File: src/dfd_pkg.sv
// Package: register map, function codes and carrier types of the input function decoder
package dfd_pkg;

    // ---------------------------------------------------------------
    // Sizes
    // ---------------------------------------------------------------
    localparam int NUM_TERM = 9;
    localparam int CODE_W = 7;
    localparam int ADDR_W = 8;
    localparam int DATA_W = 32;
    localparam int CFG_W = 16;
    localparam int NUM_FN = 64;

    // ---------------------------------------------------------------
    // Register offsets
    // ---------------------------------------------------------------
    localparam logic [ADDR_W-1:0] OFS_TERM_CODE0 = 8'h00;
    localparam logic [ADDR_W-1:0] OFS_STAGE_CFG = 8'h40;
    localparam logic [ADDR_W-1:0] OFS_SWING_CFG = 8'h44;
    localparam logic [ADDR_W-1:0] OFS_COMP_CFG = 8'h48;
    localparam logic [ADDR_W-1:0] OFS_SLEEP_CFG = 8'h4C;
    localparam logic [ADDR_W-1:0] OFS_PERM_CFG = 8'h50;
    localparam logic [ADDR_W-1:0] OFS_SEL_STAT = 8'h80;
    localparam logic [ADDR_W-1:0] OFS_ROUTE_STAT = 8'h84;
    localparam logic [ADDR_W-1:0] OFS_TERM_STAT = 8'h88;

    // ---------------------------------------------------------------
    // Reset values
    // ---------------------------------------------------------------
    localparam logic [CODE_W-1:0] RST_TERM_CODE = 7'h00;
    localparam logic [CFG_W-1:0] RST_CFG = 16'h0000;

    // ---------------------------------------------------------------
    // Configuration digit positions and values
    // ---------------------------------------------------------------
    localparam int DIG_ONES = 0;
    localparam int DIG_TENS = 1;
    localparam int DIG_HUND = 2;
    localparam logic [3:0] DV_ZERO = 4'h0;
    localparam logic [3:0] DV_ONE = 4'h1;
    localparam logic [3:0] DV_TWO = 4'h2;

    // ---------------------------------------------------------------
    // Function codes
    // ---------------------------------------------------------------
    localparam int FN_LO = 23;
    localparam int FN_HI = 60;
    localparam int FN_PLC_RUN = 23;
    localparam int FN_SWING_RUN = 24;
    localparam int FN_COMP_PID = 25;
    localparam int FN_PLC_CLR = 26;
    localparam int FN_SWING_CLR = 27;
    localparam int FN_PID_STG1 = 28;
    localparam int FN_PID_STG2 = 29;
    localparam int FN_PID_STG3 = 30;
    localparam int FN_PID_SP = 31;
    localparam int FN_PID_FB = 32;
    localparam int FN_PID_SLEEP = 33;
    localparam int FN_TORQUE = 34;
    localparam int FN_TLIM_MIN = 35;
    localparam int FN_TLIM_MAX = 36;
    localparam int FN_RSV_A_LO = 37;
    localparam int FN_RSV_A_HI = 39;
    localparam int FN_PANEL = 40;
    localparam int FN_RSV_B = 41;
    localparam int FN_START_PERM = 42;
    localparam int FN_RUN_PERM = 43;
    localparam int FN_CNT_CLK = 44;
    localparam int FN_CNT_TRIG = 46;
    localparam int FN_CNT_RST = 48;
    localparam int FN_CNT_GATE = 50;
    localparam int FN_TMR_TRIG = 52;
    localparam int FN_TMR_RST = 55;
    localparam int FN_TMR_GATE = 58;
    localparam int NUM_CNT = 2;
    localparam int NUM_TMR = 3;

    // ---------------------------------------------------------------
    // Carrier types
    // ---------------------------------------------------------------
    typedef logic [CODE_W-1:0] dfd_code_t;

    typedef struct packed {
        logic run_perm;
        logic start_perm;
        logic remote_panel;
        logic tlim_max2;
        logic tlim_min2;
        logic torque_mode;
        logic pid_sleep;
        logic pid_fb2;
        logic pid_sp2;
        logic [2:0] pid_stage;
        logic swing_clear;
        logic plc_clear;
        logic comp_pid_en;
        logic swing_to_preset;
        logic swing_run;
        logic plc_run;
    } dfd_sel_t;

    typedef struct packed {
        logic [NUM_TMR-1:0] tmr_gate;
        logic [NUM_TMR-1:0] tmr_rst;
        logic [NUM_TMR-1:0] tmr_trig;
        logic [NUM_CNT-1:0] cnt_gate;
        logic [NUM_CNT-1:0] cnt_rst;
        logic [NUM_CNT-1:0] cnt_trig;
        logic [NUM_CNT-1:0] cnt_clk;
    } dfd_route_t;

endpackage

File: src/dfd_sync.sv
// Two-flop synchroniser for the terminal levels
`timescale 1ns/1ps
module dfd_sync #(
    parameter int WIDTH = 1
) (
    input wire logic core_clk,
    input wire logic rst,
    input wire logic [WIDTH-1:0] async_in,
    output logic [WIDTH-1:0] sync_out
);
    logic [WIDTH-1:0] meta_q;

    // First stage feeds only the second stage
    always_ff @(posedge core_clk) begin
        if (rst) begin
            meta_q <= '0;
            sync_out <= '0;
        end else begin
            meta_q <= async_in;
            sync_out <= meta_q;
        end
    end
endmodule // dfd_sync

File: src/dfd_term_decode.sv
// Maps terminal levels through their function codes onto a function-active vector
`timescale 1ns/1ps
module dfd_term_decode (
    input wire logic [dfd_pkg::NUM_TERM-1:0] term_level,
    input wire dfd_pkg::dfd_code_t term_code [dfd_pkg::NUM_TERM],
    output logic [dfd_pkg::NUM_FN-1:0] fn_active
);
    // ---------------------------------------------------------------
    // Codes that steer something
    // ---------------------------------------------------------------
    function automatic logic code_used(input dfd_pkg::dfd_code_t c);
        int v;
        v = int'(c);
        code_used = (v >= dfd_pkg::FN_LO) && (v <= dfd_pkg::FN_HI)
            && !((v >= dfd_pkg::FN_RSV_A_LO) && (v <= dfd_pkg::FN_RSV_A_HI))
            && (v != dfd_pkg::FN_RSV_B);
    endfunction

    // Several terminals on one code combine as a wired OR
    always_comb begin
        fn_active = '0;
        for (int t = 0; t < dfd_pkg::NUM_TERM; t++) begin
            if (term_level[t] && code_used(term_code[t])) begin
                fn_active[term_code[t][5:0]] = 1'b1;
            end
        end
    end
endmodule // dfd_term_decode

File: src/dfd_core.sv
// Input function decoder: terminal function codes to drive control selections
//
// Our own choices: the register offsets and the strobed register port.
`timescale 1ns/1ps
module dfd_core (
    input wire logic core_clk,
    input wire logic rst,
    input wire logic [dfd_pkg::NUM_TERM-1:0] term_in,
    input wire logic drive_stopped,
    input wire logic [dfd_pkg::ADDR_W-1:0] reg_addr,
    input wire logic [dfd_pkg::DATA_W-1:0] reg_wdata,
    input wire logic reg_wr,
    input wire logic reg_rd,
    output logic [dfd_pkg::DATA_W-1:0] reg_rdata,
    output dfd_pkg::dfd_sel_t sel_q,
    output dfd_pkg::dfd_route_t route_q
);
    // ---------------------------------------------------------------
    // Helpers
    // ---------------------------------------------------------------
    function automatic logic [3:0] cfg_digit(input logic [dfd_pkg::CFG_W-1:0] cfg,
                                             input int idx);
        cfg_digit = cfg[idx*4 +: 4];
    endfunction

    function automatic logic digit_one_or_two(input logic [3:0] d);
        digit_one_or_two = (d == dfd_pkg::DV_ONE) || (d == dfd_pkg::DV_TWO);
    endfunction

    // ---------------------------------------------------------------
    // Terminal synchroniser and decoder
    // ---------------------------------------------------------------
    logic [dfd_pkg::NUM_TERM-1:0] term_sync;
    logic [dfd_pkg::NUM_FN-1:0] fn;
    dfd_pkg::dfd_code_t term_code_q [dfd_pkg::NUM_TERM];

    dfd_sync #(
        .WIDTH(dfd_pkg::NUM_TERM)
    ) u_sync (
        .core_clk(core_clk),
        .rst(rst),
        .async_in(term_in),
        .sync_out(term_sync)
    );

    dfd_term_decode u_decode (
        .term_level(term_sync),
        .term_code(term_code_q),
        .fn_active(fn)
    );

    // ---------------------------------------------------------------
    // Register decode
    // ---------------------------------------------------------------
    logic [dfd_pkg::CFG_W-1:0] stage_sequencer_config_q;
    logic [dfd_pkg::CFG_W-1:0] swing_mode_config_q;
    logic [dfd_pkg::CFG_W-1:0] compensation_loop_config_q;
    logic [dfd_pkg::CFG_W-1:0] sleep_source_config_q;
    logic [dfd_pkg::CFG_W-1:0] permission_config_q;
    logic [dfd_pkg::DATA_W-1:0] reg_rdata_d;

    wire logic hit_code = (reg_addr < dfd_pkg::OFS_TERM_CODE0
        + dfd_pkg::ADDR_W'(4 * dfd_pkg::NUM_TERM)) && (reg_addr[1:0] == 2'h0);
    wire logic [3:0] code_idx = reg_addr[5:2];
    wire logic wr_stage = reg_wr && (reg_addr == dfd_pkg::OFS_STAGE_CFG);
    wire logic wr_swing = reg_wr && (reg_addr == dfd_pkg::OFS_SWING_CFG);
    wire logic wr_comp = reg_wr && (reg_addr == dfd_pkg::OFS_COMP_CFG);
    wire logic wr_sleep = reg_wr && (reg_addr == dfd_pkg::OFS_SLEEP_CFG);
    wire logic wr_perm = reg_wr && (reg_addr == dfd_pkg::OFS_PERM_CFG);

    // Read mux; unmapped addresses answer zero
    always_comb begin
        reg_rdata_d = '0;
        if (!reg_rd) begin
            reg_rdata_d = '0;
        end else if (hit_code) begin
            reg_rdata_d = dfd_pkg::DATA_W'(term_code_q[code_idx]);
        end else if (reg_addr == dfd_pkg::OFS_STAGE_CFG) begin
            reg_rdata_d = dfd_pkg::DATA_W'(stage_sequencer_config_q);
        end else if (reg_addr == dfd_pkg::OFS_SWING_CFG) begin
            reg_rdata_d = dfd_pkg::DATA_W'(swing_mode_config_q);
        end else if (reg_addr == dfd_pkg::OFS_COMP_CFG) begin
            reg_rdata_d = dfd_pkg::DATA_W'(compensation_loop_config_q);
        end else if (reg_addr == dfd_pkg::OFS_SLEEP_CFG) begin
            reg_rdata_d = dfd_pkg::DATA_W'(sleep_source_config_q);
        end else if (reg_addr == dfd_pkg::OFS_PERM_CFG) begin
            reg_rdata_d = dfd_pkg::DATA_W'(permission_config_q);
        end else if (reg_addr == dfd_pkg::OFS_SEL_STAT) begin
            reg_rdata_d = dfd_pkg::DATA_W'(sel_q);
        end else if (reg_addr == dfd_pkg::OFS_ROUTE_STAT) begin
            reg_rdata_d = dfd_pkg::DATA_W'(route_q);
        end else if (reg_addr == dfd_pkg::OFS_TERM_STAT) begin
            reg_rdata_d = dfd_pkg::DATA_W'(term_sync);
        end
    end

    // ---------------------------------------------------------------
    // Register storage
    // ---------------------------------------------------------------
    always_ff @(posedge core_clk) begin
        if (rst) begin
            for (int t = 0; t < dfd_pkg::NUM_TERM; t++) begin
                term_code_q[t] <= dfd_pkg::RST_TERM_CODE;
            end
        end else if (reg_wr && hit_code) begin
            term_code_q[code_idx] <= reg_wdata[dfd_pkg::CODE_W-1:0];
        end
    end

    always_ff @(posedge core_clk) begin
        if (rst) begin
            stage_sequencer_config_q <= dfd_pkg::RST_CFG;
            swing_mode_config_q <= dfd_pkg::RST_CFG;
            compensation_loop_config_q <= dfd_pkg::RST_CFG;
            sleep_source_config_q <= dfd_pkg::RST_CFG;
            permission_config_q <= dfd_pkg::RST_CFG;
        end else begin
            if (wr_stage) begin
                stage_sequencer_config_q <= reg_wdata[dfd_pkg::CFG_W-1:0];
            end
            if (wr_swing) begin
                swing_mode_config_q <= reg_wdata[dfd_pkg::CFG_W-1:0];
            end
            if (wr_comp) begin
                compensation_loop_config_q <= reg_wdata[dfd_pkg::CFG_W-1:0];
            end
            if (wr_sleep) begin
                sleep_source_config_q <= reg_wdata[dfd_pkg::CFG_W-1:0];
            end
            if (wr_perm) begin
                permission_config_q <= reg_wdata[dfd_pkg::CFG_W-1:0];
            end
        end
    end

    always_ff @(posedge core_clk) begin
        if (rst) begin
            reg_rdata <= '0;
        end else begin
            reg_rdata <= reg_rdata_d;
        end
    end

    // ---------------------------------------------------------------
    // Configuration qualifiers
    // ---------------------------------------------------------------
    wire logic plc_by_term = cfg_digit(stage_sequencer_config_q, dfd_pkg::DIG_ONES)
        == dfd_pkg::DV_TWO;
    wire logic plc_memory = digit_one_or_two(
        cfg_digit(stage_sequencer_config_q, dfd_pkg::DIG_HUND));
    wire logic swing_by_term = cfg_digit(swing_mode_config_q, dfd_pkg::DIG_ONES)
        == dfd_pkg::DV_TWO;
    wire logic swing_memory = cfg_digit(swing_mode_config_q, dfd_pkg::DIG_TENS)
        == dfd_pkg::DV_ZERO;
    wire logic comp_by_term = cfg_digit(compensation_loop_config_q, dfd_pkg::DIG_ONES)
        == dfd_pkg::DV_TWO;
    wire logic sleep_by_term = sleep_source_config_q
        == dfd_pkg::CFG_W'(dfd_pkg::DV_TWO);
    wire logic start_perm_on = digit_one_or_two(
        cfg_digit(permission_config_q, dfd_pkg::DIG_ONES));
    wire logic run_perm_on = digit_one_or_two(
        cfg_digit(permission_config_q, dfd_pkg::DIG_HUND));

    // ---------------------------------------------------------------
    // Selection decode
    // ---------------------------------------------------------------
    dfd_pkg::dfd_sel_t sel_d;
    dfd_pkg::dfd_route_t route_d;

    assign sel_d.plc_run = plc_by_term && fn[dfd_pkg::FN_PLC_RUN];
    assign sel_d.swing_run = swing_by_term && fn[dfd_pkg::FN_SWING_RUN];
    // Ramp to preset frequency on the accel time already selected elsewhere
    assign sel_d.swing_to_preset = swing_by_term && !fn[dfd_pkg::FN_SWING_RUN];
    assign sel_d.comp_pid_en = comp_by_term && fn[dfd_pkg::FN_COMP_PID];
    // Clears are gated by the stop state so a running sequence is never disturbed
    assign sel_d.plc_clear = plc_memory && drive_stopped
        && fn[dfd_pkg::FN_PLC_CLR];
    assign sel_d.swing_clear = swing_memory && drive_stopped
        && fn[dfd_pkg::FN_SWING_CLR];
    assign sel_d.pid_stage = {fn[dfd_pkg::FN_PID_STG3], fn[dfd_pkg::FN_PID_STG2],
        fn[dfd_pkg::FN_PID_STG1]};
    assign sel_d.pid_sp2 = fn[dfd_pkg::FN_PID_SP];
    assign sel_d.pid_fb2 = fn[dfd_pkg::FN_PID_FB];
    assign sel_d.pid_sleep = sleep_by_term && fn[dfd_pkg::FN_PID_SLEEP];
    assign sel_d.torque_mode = fn[dfd_pkg::FN_TORQUE];
    assign sel_d.tlim_min2 = fn[dfd_pkg::FN_TLIM_MIN];
    assign sel_d.tlim_max2 = fn[dfd_pkg::FN_TLIM_MAX];
    assign sel_d.remote_panel = fn[dfd_pkg::FN_PANEL];
    assign sel_d.start_perm = start_perm_on && fn[dfd_pkg::FN_START_PERM];
    assign sel_d.run_perm = run_perm_on && fn[dfd_pkg::FN_RUN_PERM];

    assign route_d.cnt_clk = fn[dfd_pkg::FN_CNT_CLK +: dfd_pkg::NUM_CNT];
    assign route_d.cnt_trig = fn[dfd_pkg::FN_CNT_TRIG +: dfd_pkg::NUM_CNT];
    assign route_d.cnt_rst = fn[dfd_pkg::FN_CNT_RST +: dfd_pkg::NUM_CNT];
    assign route_d.cnt_gate = fn[dfd_pkg::FN_CNT_GATE +: dfd_pkg::NUM_CNT];
    assign route_d.tmr_trig = fn[dfd_pkg::FN_TMR_TRIG +: dfd_pkg::NUM_TMR];
    assign route_d.tmr_rst = fn[dfd_pkg::FN_TMR_RST +: dfd_pkg::NUM_TMR];
    assign route_d.tmr_gate = fn[dfd_pkg::FN_TMR_GATE +: dfd_pkg::NUM_TMR];

    // ---------------------------------------------------------------
    // Output registers
    // ---------------------------------------------------------------
    always_ff @(posedge core_clk) begin
        if (rst) begin
            sel_q <= '0;
            route_q <= '0;
        end else begin
            sel_q <= sel_d;
            route_q <= route_d;
        end
    end
endmodule // dfd_core

File: config.mk
export PLATFORM = sky130hd
export DESIGN_NAME = dfd_core
export DESIGN_NICKNAME = d
export VERILOG_FILES = /design/src/dfd_pkg.sv /design/src/dfd_sync.sv /design/src/dfd_term_decode.sv /design/src/dfd_core.sv
export SDC_FILE = /design/constraint.sdc
export NUM_CORES = 1
export LEC_CHECK = 0
export BUFFER_PORTS_ARGS = -buffer_cell sky130_fd_sc_hd__buf_4
export CORE_MARGIN = 2
export CORE_UTILIZATION = 60
export DETAILED_ROUTE_END_ITERATION = 10
export PLACE_DENSITY_LB_ADDON = 0.05
export SLEW_MARGIN = 25
export SYNTH_ARGS = -nofsm -noshare
export SYNTH_HDL_FRONTEND = slang
export SYNTH_HIERARCHICAL = 1
export SYNTH_SLANG_ARGS = --single-unit
File: constraint.sdc
create_clock -name core_clk -period 4.7 [get_ports core_clk]
set_input_delay 0.94 -clock core_clk [delete_from_list [all_inputs] [get_ports core_clk]]
set_output_delay 0.94 -clock core_clk [all_outputs]
set_load 0.1 [all_outputs]
# Word level (Yosys, flattened, before mapping)
# Index checks and enable logic that the tools add are counted.
# W data, S select, Z words.
# word_totals
regBits	228
output_inout_bits	67
word_cells	271
input_bits	54
# op_classes
mux	42
n_bitwise	10
reduce_logical	92
n_eq_ne	27
n_lt_le_gt_ge	57
# ops
op	n
$mux W61	9
$or A61 B61 Y61	8
$le A7 B6 Y1 const B	18
$mux W16	5
$logic_and A1 B1 Y1	73
$bwmux W63	1
$ge A7 B5 Y1 const B	9
$ge A7 B6 Y1 const B	9
$lt A6 B7 Y1 const B	9
$ne A7 B7 Y1 const B	9
$demux W1 S6	9
$ge A6 B1 Y1 const B	9
$eq A8 B7 Y1 const B	5
$bmux W7 S4	1
$demux W7 S4	1
$mux W7	4
$eq A4 B2 Y1 const B	6
$eq A8 B8 Y1 const B	3
$mux W18	1
$mux W17	1
$eq A16 B2 Y1 const B	1
$eq A4 B1 Y1 const B	3
$logic_not A1 Y1	10
$reduce_or A10 Y1	1
13 further kinds	23

# Longest topological paths before layout
# logic_depth
depth_word	25
mapped_depth	9
depth_no_buf	7

# Cells and area by module
# Netlist, hierarchy kept.
# by_module_without_submodules
mod	n_inst	seq_area_each_um2	cells_per_inst	area_per_inst_um2
dfd_core	1	3923.8	995	8749.6
dfd_term_decode	1	0.0	592	3687.3
dfd_sync	1	360.3	37	489.2

# Worst setup path before layout
# OpenSTA, ideal clock, no wires.
# synth_path
path_type	input -> register
from	input reg_addr[2] (netlist name)
to	register stage_sequencer_config_q[10] (netlist name)
n_path_buf	3
stages	8
path_slack_ns	2.273
setup_ns	0.138
required_ns	4.562
arrival_time_ns	2.290
path_cell_list	buf_6 or4_1 buf_4 nor2_8 nand2_1 buf_2 nand2_1 a21oi_2
# synth_via
elab_chain_cells	2
# synth_rtl
item	line	text
from (decl)	dfd_core.sv:10	input wire logic [dfd_pkg::ADDR_W-1:0] reg_addr,
$eq A8 B7 Y1	dfd_core.sv:65	wire logic wr_stage = reg_wr && (reg_addr == dfd_pkg::OFS_STAGE_CFG);
$logic_and A1 B1 Y1	dfd_core.sv:65	
to (signal assigned)	dfd_core.sv:112	stage_sequencer_config_q <= dfd_pkg::RST_CFG;
to (signal assigned)	dfd_core.sv:119	stage_sequencer_config_q <= reg_wdata[dfd_pkg::CFG_W-1:0];
to (decl)	dfd_core.sv:55	logic [dfd_pkg::CFG_W-1:0] stage_sequencer_config_q;
# No other way between the ends.
# A chain may end at the register's enable or synchronous reset.

# Worst setup path in the final report
# layout_path
from	register term_code_q[35] (netlist name)
to	register sel_q[0] (netlist name)
# layout_via
elab_chain_cells	18
elab_cells_between_ends	29
cone_classes	6 x order compare; 1 x eq/ne; 8 x mux; 6 x bitwise; 8 x reduce/logical
# layout_rtl
item	line	text
from (decl)	dfd_core.sv:35	dfd_pkg::dfd_code_t term_code_q [dfd_pkg::NUM_TERM];
from (signal, indexed assignment)	dfd_core.sv:103	term_code_q[t] <= dfd_pkg::RST_TERM_CODE;
from (signal, indexed assignment)	dfd_core.sv:106	term_code_q[code_idx] <= reg_wdata[dfd_pkg::CODE_W-1:0];
branches (longest 6 deep; another with $lt A6 B7 Y1)	-	
$mux W61 *	dfd_term_decode.sv:23	if (term_level[t] && code_used(term_code[t])) begin
$or A61 B61 Y61 (no source line)	-	
$mux W61 *	dfd_term_decode.sv:23	
$or A61 B61 Y61 (no source line)	-	
$mux W61 *	dfd_term_decode.sv:23	
$or A61 B61 Y61 (no source line)	-	
$mux W61 *	dfd_term_decode.sv:23	
$or A61 B61 Y61 (no source line)	-	
$mux W61 *	dfd_term_decode.sv:23	
$or A61 B61 Y61 (no source line)	-	
$mux W61 *	dfd_term_decode.sv:23	
via fn (one bit)	dfd_core.sv:34	logic [dfd_pkg::NUM_FN-1:0] fn;
$logic_and A1 B1 Y1 *	dfd_core.sv:170	assign sel_d.plc_run = plc_by_term && fn[dfd_pkg::FN_PLC_RUN];
to (signal assigned)	dfd_core.sv:208	sel_q <= sel_d;
to (decl)	dfd_core.sv:15	output dfd_pkg::dfd_sel_t sel_q,
# Mark *: on every way through the listed nets, which the timed path passes.

==> impl_metrics.env <==
export IMPL_cp_max_fo=9
export IMPL_worstPathRequired_ns=5.16
export IMPL_drive_above_1_share=0.133
export IMPL_final_setup_skew_ns=0.0410
export IMPL_worstHoldPathType="reg2reg"
export IMPL_crit_family="simple AND/OR/NAND/NOR gates"
export IMPL_hold_violations=0
export IMPL_final_max_slew_violation_count=0
export IMPL_powerDensity_nw_per_um2=285
export IMPL_cts_buffers=22
export IMPL_ant_nets=0
export IMPL_die_h_microns=149
export IMPL_die_area_sq_um=22300
export IMPL_slowest_stage="nor4b_1"
export IMPL_timing_final_ws_setup_ns=1.31
export IMPL_post_cts_buffers=0
export IMPL_grt_ovfl_total=0
export IMPL_cap_violations=0
export IMPL_slew_headroom=0.228
export IMPL_total_power_uw=3990
export IMPL_syn_area_per_cell_sq_um=7.97
export IMPL_max_stage_delay_ns=0.84
export IMPL_grt_antenna_before_repair=1
export IMPL_clockBufferDepth=3
export IMPL_vias=14500
export IMPL_grt_max_degree=112
export IMPL_cts_tree="done"
export IMPL_rsz0062_at_grt="no"
export IMPL_setup_viol=0
export IMPL_grt_pass1_wl_microns=84400
export IMPL_wl_per_cell_microns=31.0
export IMPL_nets=1652
export IMPL_drc=0
export IMPL_worst_skew_pair_late_latency_ns=0.54
export IMPL_ir_drop_mv=0.428
export IMPL_worstPathCellList="nand4b_1 -> nor4b_1 -> nor4_1 -> nand2_1 -> or4b_2 -> nor3b_1"
export IMPL_fmax_ghz=0.295
export IMPL_die_w_microns=149
export IMPL_period_needed_ns=3.39
export IMPL_grt_pass1_vias=13500
export IMPL_grt_usage=0.509
export IMPL_cts_hold_fix_buffers=0
export IMPL_period_share=0.722
export IMPL_crit_arrival_ns=3.85
export IMPL_viasPerCell=7.67
export IMPL_clkSinkCount=214
export IMPL_synthCells=1593
export IMPL_startpoint_type="register"
export IMPL_area_delta_synth_final_pct=10.1
export IMPL_ys_warn_count=6
export IMPL_leakage_uw=0.00469
export IMPL_firstDrtPassIters=11
export IMPL_ctsResizeCount=0
export IMPL_initial_core_util=0.608
export IMPL_mostFrequentLayoutCells="222 x nand2_1, 214 x dfxtp_1, 160 x nor2_1, 104 x buf_4, 97 x a21oi_1"
export IMPL_place_congestion=1.13
export IMPL_tightest_slew_ns=1.16
export IMPL_fin_setup_tns_ns=0
export IMPL_clk_pin_slew_ns=0.07
export IMPL_final_common_cell="nand2_1"
export IMPL_row_count=53
export IMPL_drt_total_wl_microns=58600
export IMPL_io_pins=121
export IMPL_antenna_cells=0
export IMPL_core_area_sq_um=20900
export IMPL_drt_initial_drc_count=2640
export IMPL_pre_cts_ws_ns=1.03
export IMPL_cts_max_level=1
export IMPL_critPathKind="reg2reg"
export IMPL_dp_hpwl_microns=40700
export IMPL_syn_area_sq_um=12700
export IMPL_path_buf_inv=0
export IMPL_port_buffers=90
export IMPL_cts_root_buffer="clkbuf_16"
export IMPL_cp_end_kind="register"
export IMPL_status="finished clean"
export IMPL_design_area_sq_um=14000
export IMPL_placed_area_sq_um=13200
## worst register-to-register path: cells and delay by family, from the launching register on
kind / cells / cell delay [ns]
simple gates: 6 / 2.78
flops: 1 / 0.53
## metal layers
metal	wire length (microns)	global-route usage	part of all wire	vias to the layer above
met5	0	0.0114	0	-
met4	5330	0.351	0.091	0
met3	9300	0.178	0.16	475
met2	23300	0.716	0.40	1542
met1	20600	0.648	0.35	6642
li1	-	-	-	5825
## stage by stage
step,hold WS (ns),util,std cells
global route,0.464,0.669,1889
finish,0.448,0.669,1889
CTS,0.447,0.669,1889
detailed placement,0.430,0.632,1849
floorplan,0.411,-,1606
global placement,0.416,0.632,1849
## registers in the layout, summed over array words and instances, names as in the netlist
register and flops:
permission_config_q 16, sel_q 18, u_sync/meta_q 9, route_q 17
sleep_source_config_q 16, stage_sequencer_config_q 16, compensation_loop_config_q 16, swing_mode_config_q 16
reg_rdata 18, u_sync/sync_out 9, term_code_q 63
## final timing paths
check,cells after the start,slack (ns),end,startpoint
worst max-delay path,6,1.31,sel_q[0],term_code_q[35]
worst min-delay path,1,0.45,u_sync/sync_out[4],u_sync/meta_q[4]
worst max register to register,6,1.31,sel_q[0],term_code_q[35]
worst min register to register,1,0.45,u_sync/sync_out[4],u_sync/meta_q[4]
## power breakdown
group / internal [uW] / leakage [uW] / switching [uW] / total (uW)
clock: 1080 / 0.000373 / 798 / 1880
combinational: 64.4 / 0.00259 / 215 / 280
sequential: 1820 / 0.00173 / 12.4 / 1830
## layout make-up
class / instances / area, sq um
sequential: 214 / 4280
inverter: 19 / 71.3
fill: 1585 / 6910
clock buffer: 27 / 589
clock inverter: 13 / 184
multi-input combinational: 1236 / 7720
tap: 275 / 344
timing repair buffer: 105 / 792
(Power assumes the default switching activity.)
